===== src/hdl/rrs_defs.vh =====
// Opcode patterns, field positions and timing constants for the return/rotate/sleep decoder
`ifndef RRS_DEFS_VH
`define RRS_DEFS_VH
`define RRS_OP_W 14
`define RRS_RETURN_OP 14'h0008
`define RRS_SLEEP_OP 14'h0063
`define RRS_RET_LIT_HI 4'hD
`define RRS_ROT_LEFT_HI 6'h0D
`define RRS_ROT_RIGHT_HI 6'h0C
`define RRS_DEST_BIT 7
`define RRS_QUARTERS 4
`define RRS_STATUS_RST 8'h18
`define RRS_STAT_C 0
`define RRS_STAT_PWR_DOWN 3
`define RRS_STAT_WDOG_EXP 4
`define RRS_PRESCALE_MAX 8'hFF
`define RRS_ADDR_CTRL 12'h000
`define RRS_ADDR_INSTR 12'h004
`define RRS_ADDR_ACC 12'h008
`define RRS_ADDR_FILE 12'h00C
`define RRS_ADDR_STATUS 12'h010
`define RRS_ADDR_STACK 12'h014
`define RRS_ADDR_PC 12'h018
`define RRS_ADDR_WATCHDOG 12'h01C
`endif


===== src/hdl/rrs_qdiv.v =====
// Quarter-cycle divider producing one-cycle enables for each instruction cycle
`include "rrs_defs.vh"
module rrs_qdiv #(
    parameter QUARTERS = `RRS_QUARTERS
) (
    input wire pclk, // Core clock
    input wire presetn, // Async reset, active low
    input wire run, // Clock runs while high
    output reg q4_pulse // One cycle at the last quarter
);
    reg [3:0] q_ff;
    // Quarter counter stops while halted so no instruction slot advances
    always @(posedge pclk or negedge presetn) begin
        if (!presetn) begin
            q_ff <= 4'h0;
            q4_pulse <= 1'b0;
        end else if (run) begin
            q4_pulse <= (q_ff == QUARTERS - 2);
            q_ff <= (q_ff == QUARTERS - 1) ? 4'h0 : q_ff + 4'h1;
        end else begin
            q4_pulse <= 1'b0;
        end
    end
endmodule // rrs_qdiv


===== src/hdl/rrs_core.v =====
// Execution unit for return, return-with-literal, rotates and sleep, with APB access
//
// Our own choices: the placing of the registers and register access over APB.
`include "rrs_defs.vh"
module rrs_core (
    input wire pclk, // APB clock, 25 MHz
    input wire presetn, // Async reset, active low
    input wire psel, // APB select
    input wire penable, // APB enable
    input wire pwrite, // APB direction
    input wire [11:0] paddr, // APB byte address
    input wire [31:0] pwdata, // APB write data
    output reg [31:0] prdata, // APB read data
    output wire pready, // APB ready, always high
    output wire pslverr, // APB error on unmapped address
    input wire wake_up, // Wake-up request from outside
    output wire osc_running, // Low while halted in sleep
    output wire instr_done // Pulse when an instruction retires
);
    // Register map, one aligned 32-bit word each, narrow fields in the low bits:
    //   0x00 control: bit 0 issue (self-clearing), bit 1 busy, bit 2 sleeping (both read-only)
    //   0x04 opcode under test, 14 bits
    //   0x08 accumulator, 8 bits
    //   0x0C the single modelled file register, 8 bits
    //   0x10 status: carry bit 0, power-down bit 3, watchdog-expiry bit 4 (both active low)
    //   0x14 stack head, 13 bits, stands in for the top of the call stack
    //   0x18 program counter, 13 bits
    //   0x1C watchdog: counter in bits 7:0, prescaler in bits 15:8, read-only
    // Writes while an instruction is in flight are dropped, so operands cannot move under it
    reg [13:0] instr_ff;
    reg issue_ff;
    reg [7:0] acc_ff;
    reg [7:0] file_ff;
    reg [7:0] status_ff;
    reg [12:0] stack_head_ff;
    reg [12:0] pc_ff;
    reg [7:0] watchdog_counter_ff;
    reg [7:0] prescaler_ff;
    reg sleeping_ff;
    reg idle_slot_ff;
    reg busy_ff;
    reg done_ff;
    reg wake_meta_ff;
    reg wake_sync_ff;
    wire q4_pulse;
    wire wr = psel && penable && pwrite;
    reg mapped;

    // Instruction-cycle timing; the divider freezes while asleep, standing in for the halted clock
    rrs_qdiv #(.QUARTERS(`RRS_QUARTERS)) u_qdiv (
        .pclk(pclk),
        .presetn(presetn),
        .run(!sleeping_ff),
        .q4_pulse(q4_pulse)
    );

    // Decode of the held opcode
    wire is_sleep = (instr_ff == `RRS_SLEEP_OP);
    wire is_return = (instr_ff == `RRS_RETURN_OP);
    wire is_ret_lit = (instr_ff[13:10] == `RRS_RET_LIT_HI);
    // The two rotates share their top five bits and differ only in bit 8
    wire is_rot_left = (instr_ff[13:8] == `RRS_ROT_LEFT_HI);
    wire is_rot_right = (instr_ff[13:8] == `RRS_ROT_RIGHT_HI);
    wire dest_file = instr_ff[`RRS_DEST_BIT];
    wire carry = status_ff[`RRS_STAT_C];
    wire rot_carry = is_rot_left ? file_ff[7] : file_ff[0];
    wire [7:0] rot_left;
    wire [7:0] rot_right;
    genvar gi;

    // Per-bit rotate network: each bit takes its neighbour, the end bit takes the old carry
    generate
        for (gi = 0; gi < 8; gi = gi + 1) begin : g_rot
            if (gi == 0) begin : g_left_end
                assign rot_left[gi] = carry;
            end else begin : g_left_mid
                assign rot_left[gi] = file_ff[gi - 1];
            end
            if (gi == 7) begin : g_right_end
                assign rot_right[gi] = carry;
            end else begin : g_right_mid
                assign rot_right[gi] = file_ff[gi + 1];
            end
        end
    endgenerate

    // Zero wait states; the error flag is judged only in the access phase
    assign pready = 1'b1;
    assign pslverr = psel && penable && !mapped;
    assign osc_running = !sleeping_ff;
    assign instr_done = done_ff;

    // Wake request comes from a pin; two flops settle it before the sleep logic sees it
    always @(posedge pclk or negedge presetn) begin
        if (!presetn) begin
            wake_meta_ff <= 1'b0;
            wake_sync_ff <= 1'b0;
        end else begin
            wake_meta_ff <= wake_up;
            wake_sync_ff <= wake_meta_ff;
        end
    end

    // Address decode; unmapped addresses read zero and flag an error
    always @* begin
        case (paddr)
            `RRS_ADDR_CTRL, `RRS_ADDR_INSTR, `RRS_ADDR_ACC, `RRS_ADDR_FILE,
            `RRS_ADDR_STATUS, `RRS_ADDR_STACK, `RRS_ADDR_PC, `RRS_ADDR_WATCHDOG: mapped = 1'b1;
            default: mapped = 1'b0;
        endcase
    end

    // Read mux; a register so data leaves from flip-flops
    always @(posedge pclk or negedge presetn) begin
        if (!presetn) begin
            prdata <= 32'h0000_0000;
        end else if (psel && !penable) begin
            case (paddr)
                `RRS_ADDR_CTRL: prdata <= {29'h0, sleeping_ff, busy_ff, issue_ff};
                `RRS_ADDR_INSTR: prdata <= {18'h0, instr_ff};
                `RRS_ADDR_ACC: prdata <= {24'h0, acc_ff};
                `RRS_ADDR_FILE: prdata <= {24'h0, file_ff};
                `RRS_ADDR_STATUS: prdata <= {24'h0, status_ff};
                `RRS_ADDR_STACK: prdata <= {19'h0, stack_head_ff};
                `RRS_ADDR_PC: prdata <= {19'h0, pc_ff};
                `RRS_ADDR_WATCHDOG: prdata <= {16'h0, prescaler_ff, watchdog_counter_ff};
                default: prdata <= 32'h0000_0000;
            endcase
        end
    end

    // Execution at the end of each instruction cycle; software writes only while idle
    always @(posedge pclk or negedge presetn) begin
        if (!presetn) begin
            instr_ff <= 14'h0000;
            issue_ff <= 1'b0;
            acc_ff <= 8'h00;
            file_ff <= 8'h00;
            status_ff <= `RRS_STATUS_RST;
            stack_head_ff <= 13'h0000;
            pc_ff <= 13'h0000;
            watchdog_counter_ff <= 8'h00;
            prescaler_ff <= 8'h00;
            sleeping_ff <= 1'b0;
            idle_slot_ff <= 1'b0;
            busy_ff <= 1'b0;
            done_ff <= 1'b0;
        end else begin
            done_ff <= 1'b0;
            // Watchdog keeps counting while awake; no timeout is modelled for it
            if (!sleeping_ff) begin
                prescaler_ff <= prescaler_ff + 8'h01;
                if (prescaler_ff == `RRS_PRESCALE_MAX)
                    watchdog_counter_ff <= watchdog_counter_ff + 8'h01;
            end
            // Only the settled copy of the pin may wake the core
            if (sleeping_ff && wake_sync_ff)
                sleeping_ff <= 1'b0;
            if (wr && !busy_ff) begin
                case (paddr)
                    `RRS_ADDR_CTRL: issue_ff <= pwdata[0];
                    `RRS_ADDR_INSTR: instr_ff <= pwdata[13:0];
                    `RRS_ADDR_ACC: acc_ff <= pwdata[7:0];
                    `RRS_ADDR_FILE: file_ff <= pwdata[7:0];
                    `RRS_ADDR_STATUS: status_ff <= pwdata[7:0];
                    `RRS_ADDR_STACK: stack_head_ff <= pwdata[12:0];
                    `RRS_ADDR_PC: pc_ff <= pwdata[12:0];
                    // Watchdog word is read-only; a write to it is accepted and ignored
                    default: ;
                endcase
            end
            // Issue is only taken while awake; a request made asleep waits for the wake
            if (issue_ff && !busy_ff && !sleeping_ff) begin
                busy_ff <= 1'b1;
                issue_ff <= 1'b0;
            end
            if (busy_ff && q4_pulse) begin
                if (idle_slot_ff) begin
                    // Second cycle of a branch does nothing
                    idle_slot_ff <= 1'b0;
                    busy_ff <= 1'b0;
                    done_ff <= 1'b1;
                end else begin
                    busy_ff <= 1'b0;
                    done_ff <= 1'b1;
                    // Default step; branches override it, unknown opcodes just retire
                    pc_ff <= pc_ff + 13'h0001;
                    // Sleep changes flags, watchdog and clock gate at one edge, never half of them
                    if (is_sleep) begin
                        status_ff[`RRS_STAT_PWR_DOWN] <= 1'b0;
                        status_ff[`RRS_STAT_WDOG_EXP] <= 1'b1;
                        watchdog_counter_ff <= 8'h00;
                        prescaler_ff <= 8'h00;
                        sleeping_ff <= 1'b1;
                    end else if (is_return) begin
                        // Pop now; busy stays high so the next slot is spent idle
                        pc_ff <= stack_head_ff;
                        idle_slot_ff <= 1'b1;
                        busy_ff <= 1'b1;
                        done_ff <= 1'b0;
                    end else if (is_ret_lit) begin
                        acc_ff <= instr_ff[7:0];
                        pc_ff <= stack_head_ff;
                        idle_slot_ff <= 1'b1;
                        busy_ff <= 1'b1;
                        done_ff <= 1'b0;
                    end else if (is_rot_left || is_rot_right) begin
                        // Carry takes the bit that is rotated out of the register
                        status_ff[`RRS_STAT_C] <= rot_carry;
                        if (dest_file)
                            file_ff <= is_rot_left ? rot_left : rot_right;
                        else
                            acc_ff <= is_rot_left ? rot_left : rot_right;
                    end
                end
            end
        end
    end
endmodule // rrs_core


===== config.mk =====
export PLATFORM = sky130hd
export DESIGN_NAME = rrs_core
export DESIGN_NICKNAME = d
export VERILOG_FILES = /design/src/hdl/rrs_qdiv.v /design/src/hdl/rrs_core.v
export VERILOG_INCLUDE_DIRS = /design/src /design/src/hdl
export SDC_FILE = /design/constraint.sdc
export NUM_CORES = 1
export LEC_CHECK = 0
export BUFFER_PORTS_ARGS = -buffer_cell sky130_fd_sc_hd__clkbuf_2
export CAP_MARGIN = 10
export CORE_MARGIN = 3
export CORE_UTILIZATION = 52
export CTS_CLUSTER_DIAMETER = 150
export DETAILED_ROUTE_END_ITERATION = 10
export GPL_ROUTABILITY_DRIVEN = 0
export GPL_TIMING_DRIVEN = 0
export HOLD_SLACK_MARGIN = 0.08
export PLACE_DENSITY = 0.79
export SLEW_MARGIN = 20
export SYNTH_ARGS = -nofsm -noshare
export SYNTH_HDL_FRONTEND = slang
export SYNTH_SLANG_ARGS = --single-unit

===== constraint.sdc =====
create_clock -name pclk -period 2.01 [get_ports pclk]
set_input_delay 0.1005 -clock pclk [delete_from_list [all_inputs] [get_ports pclk]]
set_output_delay 0.1005 -clock pclk [all_outputs]
set_load 0.005 [all_outputs]

== After elaboration in Yosys (flattened, before gate mapping) ==
Memory sizes are Yosys's and may differ from the RTL's.
Index checks and enable logic that the tools add are counted.
Storage, ports and cells
  bits in registers: 124
  bits in latches: 0
  memory bits (writable): 0
  memory bits (read-only): 32
  bits of input ports: 50
  output and inout bits: 36
  word-level logic and storage cells: 131
  memories kept: 1
Memories
  (no name shown): depth 32, width 1, rd ports 1, clocked after Yosys merged registers in 0, wr ports 0, RTL line rrs_core.v:106  | case (paddr)
Operators by class
  $add $sub $neg: 4
  multiply operators: 0
  div/mod/pow operators: 0
  order comparisons: 0
  eq/ne operators: 15
  shifts and indexed selects: 0
  muxes and demuxes: 69
  bitwise gates (word level): 0
  reduce and logical (&&, ||, !) cells: 23
Operator list (number)
  8-bit two-way mux: 28
  16-bit case mux with 8 select lines: 1
  13-bit two-way mux: 7
  12-bit by 5-bit equality test with 1-bit output (second input constant): 4
  1-bit two-way mux: 27
  12-bit by 4-bit equality test with 1-bit output (second input constant): 2
  8-bit by 1-bit adder with 8-bit output (second input constant): 2
  14-bit by 4-bit equality test with 1-bit output (second input constant): 1
  14-bit by 7-bit equality test with 1-bit output (second input constant): 1
  13-bit by 1-bit adder with 13-bit output (second input constant): 1
  12-bit by 3-bit equality test with 1-bit output (second input constant): 1
  6-bit by 4-bit equality test with 1-bit output (second input constant): 2
  12-bit zero test: 1
  5-bit two-way mux: 2
  1-bit logical AND: 9
  4-bit by 2-bit equality test with 1-bit output (second input constant): 2
  8-bit equality test (second input constant): 1
  2-bit AND reduction: 4
  7-bit zero test: 1
  2-bit two-way mux: 3
  2-bit nonzero test: 3
  4-bit by 1-bit adder with 4-bit output (second input constant): 1
  4-bit equality test (second input constant): 1
  1-bit zero test: 4
  2 further kinds: 2

== Longest topological paths before layout ==
  depth in word-level cells: 11
  mapped depth: 8
  mapped depth without buffers: 6

== By module ==
Synthesis repeated with hierarchy kept, for this count alone.
Unflattened totals
  cell total of the unflattened synthesis: 570
  area, all modules: 6203.4 um^2
By module, submodules not included
  rrs_core: times used 1, cells an instance 549, area each 5964.5 um^2, sequential area each 2580.0 um^2
  rrs_qdiv: times used 1, cells an instance 21, area each 239.0 um^2, sequential area each 125.1 um^2

== Least setup slack after synthesis ==
No wires, ideal clock.
  kind: reg-to-reg
  from: register busy_ff
  to: register pc_ff[6]
  setup time: 0.145 ns
  data arrival time: 1.779 ns
  required time: 1.865 ns
  setup slack: 0.086 ns
  cell stages (with the launch flop): 8
  path buffers: 2
  period minus slack after synthesis: 1.924 ns
  cell sequence: dfrtp_1 -> nand4b_1 -> or2_2 -> or4_4 -> buf_6 -> buf_12 -> mux2i_1 -> mux2i_1
On the way
  cells in the longest elaborated chain, start to end: 5
  elaborated cells between the ends (all ways): 6
  those cells by class: 3 x mux; 3 x reduce/logical
Ends and longest elaborated chain
  start: declaration: RTL line rrs_core.v:41  | reg busy_ff;
  start signal: assignment: RTL line rrs_core.v:146  | busy_ff <= 1'b0;
  start signal: assignment: RTL line rrs_core.v:174  | busy_ff <= 1'b1;
  start signal: assignment: RTL line rrs_core.v:181  | busy_ff <= 1'b0;
  1-bit zero test: RTL line rrs_core.v:159  | if (wr && !busy_ff) begin
  1-bit logical AND: RTL line rrs_core.v:159
  13-bit two-way mux: RTL line rrs_core.v:159
  13-bit two-way mux: RTL line rrs_core.v:178  | if (idle_slot_ff) begin
  13-bit two-way mux (*): RTL line rrs_core.v:177  | if (busy_ff && q4_pulse) begin
  end signal: assignment: RTL line rrs_core.v:167  | `RRS_ADDR_PC: pc_ff <= pwdata[12:0];
  end signal: assignment: RTL line rrs_core.v:187  | pc_ff <= pc_ff + 13'h0001;
  end signal: assignment: RTL line rrs_core.v:197  | pc_ff <= stack_head_ff;
  end: declaration: RTL line rrs_core.v:36  | reg [12:0] pc_ff;
Every way passes the cells marked *; elsewhere a longest branch is shown, timed or not.
A chain may end at the register's enable or synchronous reset.

== Worst setup path after layout ==
  from: register busy_ff
  to: register pc_ff[10]
The elaborated chain is that of the path after synthesis.

==> impl_metrics.csv <==
group,metric,value,unit
run_status,status,"complete, no violations",
timing,setup_tns,0,ns
clocking,clock_latency,0.36,ns
synth,async_flop_share,100,%
setup_path,cp_max_fo,10,
global_routing,grt_use_total,25.7,%
timing,fin_crit_sh,99.7,%
timing,clock_skew,0.00607,ns
routing,drt_iter0_drc,328,
pwr,p_seq_share,49.2,%
synth,post_synth_num_cell_types,53,
setup_path,path_class,"reg -> reg",
floorplanning,die_area,0.0130,sq mm
timing,worst_slew_margin_rel,48.8,%
cells_and_area,final_nets,675,
place,portBuffers,47,
synth,synthCells,524,
synth,synth_sequential_area_ratio,44.5,%
timing,slew_viol_final,0,
cells_and_area,drive_above_1_share,28.2,%
global_routing,antenna_found_initial,0,
pwr,internal_power,3.45,mW
floorplanning,ios,86,
pwr,p_per_area,625,mW/mm^2
place,placed_cells,727,
place,hpwl,11600,microns
pwr,clkPwrFrac,43.8,%
global_routing,grt.overflow.total,0,
global_routing,grt_max_degree,60,
cells_and_area,diodes,0,
routing,drt_pass1_iterations,5,
clocking,root_buffer,"clkbuf_16",
setup_path,arrival,2.22,ns
routing,viasPerCell,6.18,
routing,detail-route-antenna-nets,0,
synth,yosysWarnings,0,
pwr,pwr-share-comb,7.0,%
global_routing,grt_pass1_vias,4796,
clocking,numClockSinks,108,
clocking,cts_max_path_buffers,2,
floorplanning,rows,38,
clocking,cts_made_buffers,9,
synth,synth_flop_cell,"dfrtp_1",
pwr,p_sw_share,22.9,%
setup_path,path_cells,"nand4b_1 > or2_4 > or4_4 > buf_12 > mux2i_2 > mux2i_1",
pwr,ir_drop,0.000412,V
timing,rsz0062_at_grt,"true",
setup_path,endpoint_kind,"flip-flop",
floorplanning,die_y,114,microns
timing,finalCriticalPeriod,2.00,ns
place,dp_worst_setup_slack,-0.475,ns
timing,finalSetupViolations,0,
routing,wl_per_cell,21.3,microns
routing,detail_route.wirelength,16300,microns
timing,layout_setup_ws,0.00587,ns
synth,syn_avg_cell_area,11.6,sq um
cells_and_area,fin_area,0.00715,sq mm
synth,ys_seq_elements,108,
run,maxCapViolCount,0,
clocking,cts_tree,"done",
setup_path,required,2.23,ns
floorplanning,die_w,114,microns
pwr,power.leakage,3.52,nW
timing,fmax,499,MHz
pwr,p_sw,1.02,mW
timing,worstMarginPinSlew,0.767,ns
floorplanning,floorplan.initialDensity,54.6,%
clocking,clk_pin_slew_worst_paths,0.07,ns
floorplanning,core-area,0.0111,sq mm
cells_and_area,syn_to_final_growth,17.7,%
synth,syn_area,0.00608,sq mm
global_routing,grt_pass1_wl,25700,microns
place,place_area,0.00658,sq mm
synth,synth_enable_flop_cells,0,
cells_and_area,layout.cells.non_filler,765,
timing,hold_viol,0,
worst_hold_path,hp-class,"in -> reg",
cells_and_area,utilization,64.3,%
setup_path,cp-start-kind,"flip-flop",
routing,route.detailed.drc,0,
clocking,htree_levels,3,
setup_path,max_stage_delay,0.47,ns
setup_path,cp_slowest_cell,"or4_4",
routing,vias,4724,
[layout make-up]
cell class	count	area [sq um]
fill	873	3980
sequential	108	2710
clock inverter	6	86.3
timing repair buffer	71	473
tap	140	175
multi-input combinational	385	3200
inverter	6	22.5
clock buffer	10	239
buffer	39	248
[power by group through the flow]
stage               clock network [mW]  registers, mW  logic (mW)
detailed placement                   0           2.24       0.296
finish                            1.96           2.20       0.315
global route                      2.06           2.20       0.342
global placement                     0           2.24       0.279
CTS                               1.99           2.20       0.313
floorplan                            0           2.24       0.143
[timing repair]
item | CTS | global route
setup endpoints to repair | 65 | 49
hold endpoints to repair | 65 | 0
gates cloned | 0 | 0
hold buffers | 10 | 0
setup buffers | 6 | 7
resized for setup | 10 | 8
pin swaps | 2 | 4
[routing by layer]
layer / vias up / GRT usage (%) / share of wire, %
li1: 2085 / - / -
met4: 0 / 13.0 / 3.2
met1: 2369 / 34.3 / 41
met3: 43 / 5.29 / 7.7
met5: - / 0 / 0
met2: 227 / 40.0 / 48
[registers in the layout (all words and copies together), names as in the netlist]
register,count
prdata,16
instr_ff,14
pc_ff,13
stack_head_ff,13
acc_ff,8
file_ff,8
prescaler_ff,8
status_ff,8
watchdog_counter_ff,8
u_qdiv.q_ff,4
busy_ff,1
idle_slot_ff,1
instr_done,1
issue_ff,1
sleeping_ff,1
u_qdiv.q4_pulse,1
wake_meta_ff,1
wake_sync_ff,1
[cell usage after synthesis, types with 2 or more instances]
master,count,share of area [%]
a21boi_2,2,0.37
a21oi_1,5,0.41
a22oi_1,12,1.5
and2_1,4,0.41
and3_1,12,1.2
and4_1,3,0.43
buf_1,4,0.25
buf_2,5,0.41
buf_4,19,2.3
clkbuf_1,10,0.62
conb_1,2,0.12
dfrtp_1,106,44
dfstp_2,2,0.86
ha_1,5,1.0
inv_1,6,0.37
mux2_1,3,0.56
mux2_2,42,7.8
mux2i_1,90,15
mux4_2,10,3.7
nand2_1,25,1.5
nand2b_1,2,0.21
nand3_1,11,0.91
nand4_1,14,1.4
nand4b_1,4,0.58
nor2_1,32,2.0
nor2b_1,6,0.62
nor4_4,2,0.70
nor4b_1,2,0.29
o21a_1,5,0.62
o21ai_0,15,1.2
o221ai_1,5,0.72
o22ai_1,10,1.0
o31ai_1,4,0.49
or2_2,2,0.21
xnor2_1,14,2.0
xor2_1,12,1.7
[critical path, delay by kind of cell, from the launching register on]
kind                   cells  cell delay (ns)
AND/OR/NAND/NOR            3             0.99
flip-flops                 1             0.42
multiplexers               2             0.26
buffers and inverters      1             0.18
[worst paths after layout]
path / depth (start not counted) / start / slack (ns) / to
setup / recovery: 6 / busy_ff$_DFFE_PN0P_ / 0.006 / pc_ff[10]$_DFF_PN0_
hold / removal: 2 / pwdata[4] / 0.09 / status_ff[4]$_DFF_PN1_
setup reg to reg: 6 / busy_ff$_DFFE_PN0P_ / 0.006 / pc_ff[10]$_DFF_PN0_
hold reg to reg: 0 / wake_meta_ff$_DFF_PN0_ / 0.35 / wake_sync_ff$_DFF_PN0_
max in group asynchronous: 3 / presetn / 1.13 / prescaler_ff[2]$_DFF_PN0_
min in group asynchronous: 2 / presetn / 0.24 / prdata[9]$_DFFE_PN0P_
[metrics by stage]
stage	hold slack [ns]	power (mW)
6_report	0.0922	4.47
5_1_grt	0.103	4.61
4_1_cts	0.0806	4.50
3_5_place_dp	0.0805	2.54
3_3_place_gp	0.209	2.52
2_1_floorplan	-0.195	2.38
[layout by cell type, fill, tap and decap left out, types with 6 or more instances in the layout]
cell and n:
nand2_1 25, nand4_1 14, a22oi_1 12, clkbuf_16 9
buf_4 33, inv_1 6, mux4_2 10, nor2_1 29
dlygate4sd3_1 10, clkbuf_1 9, clkbuf_2 46, xnor2_1 14
dfrtp_1 105, o21ai_0 15, mux2_2 42, conb_1 17
mux2i_1 89, xor2_1 12, nor2b_1 6, o22ai_1 10
and3_1 11, nand3_1 11
[kinds of logic (layout without fill, tap and decap cells)]
kind of cell             count (synthesis)  after routing  share of synthesized area [%]
multiplexers                           145            145                           26.9
AND/OR/NAND/NOR                        128            128                           12.1
flip-flops                             108            108                           44.5
AO/OA/AOI/OAI                           64             64                           7.14
buffers and inverters                   46            132                           4.51
XOR/XNOR                                26             26                           3.75
adder cells (fa/ha/maj)                  5              5                           1.03
other                                    2             17                          0.124
(Power assumes the default switching activity.)
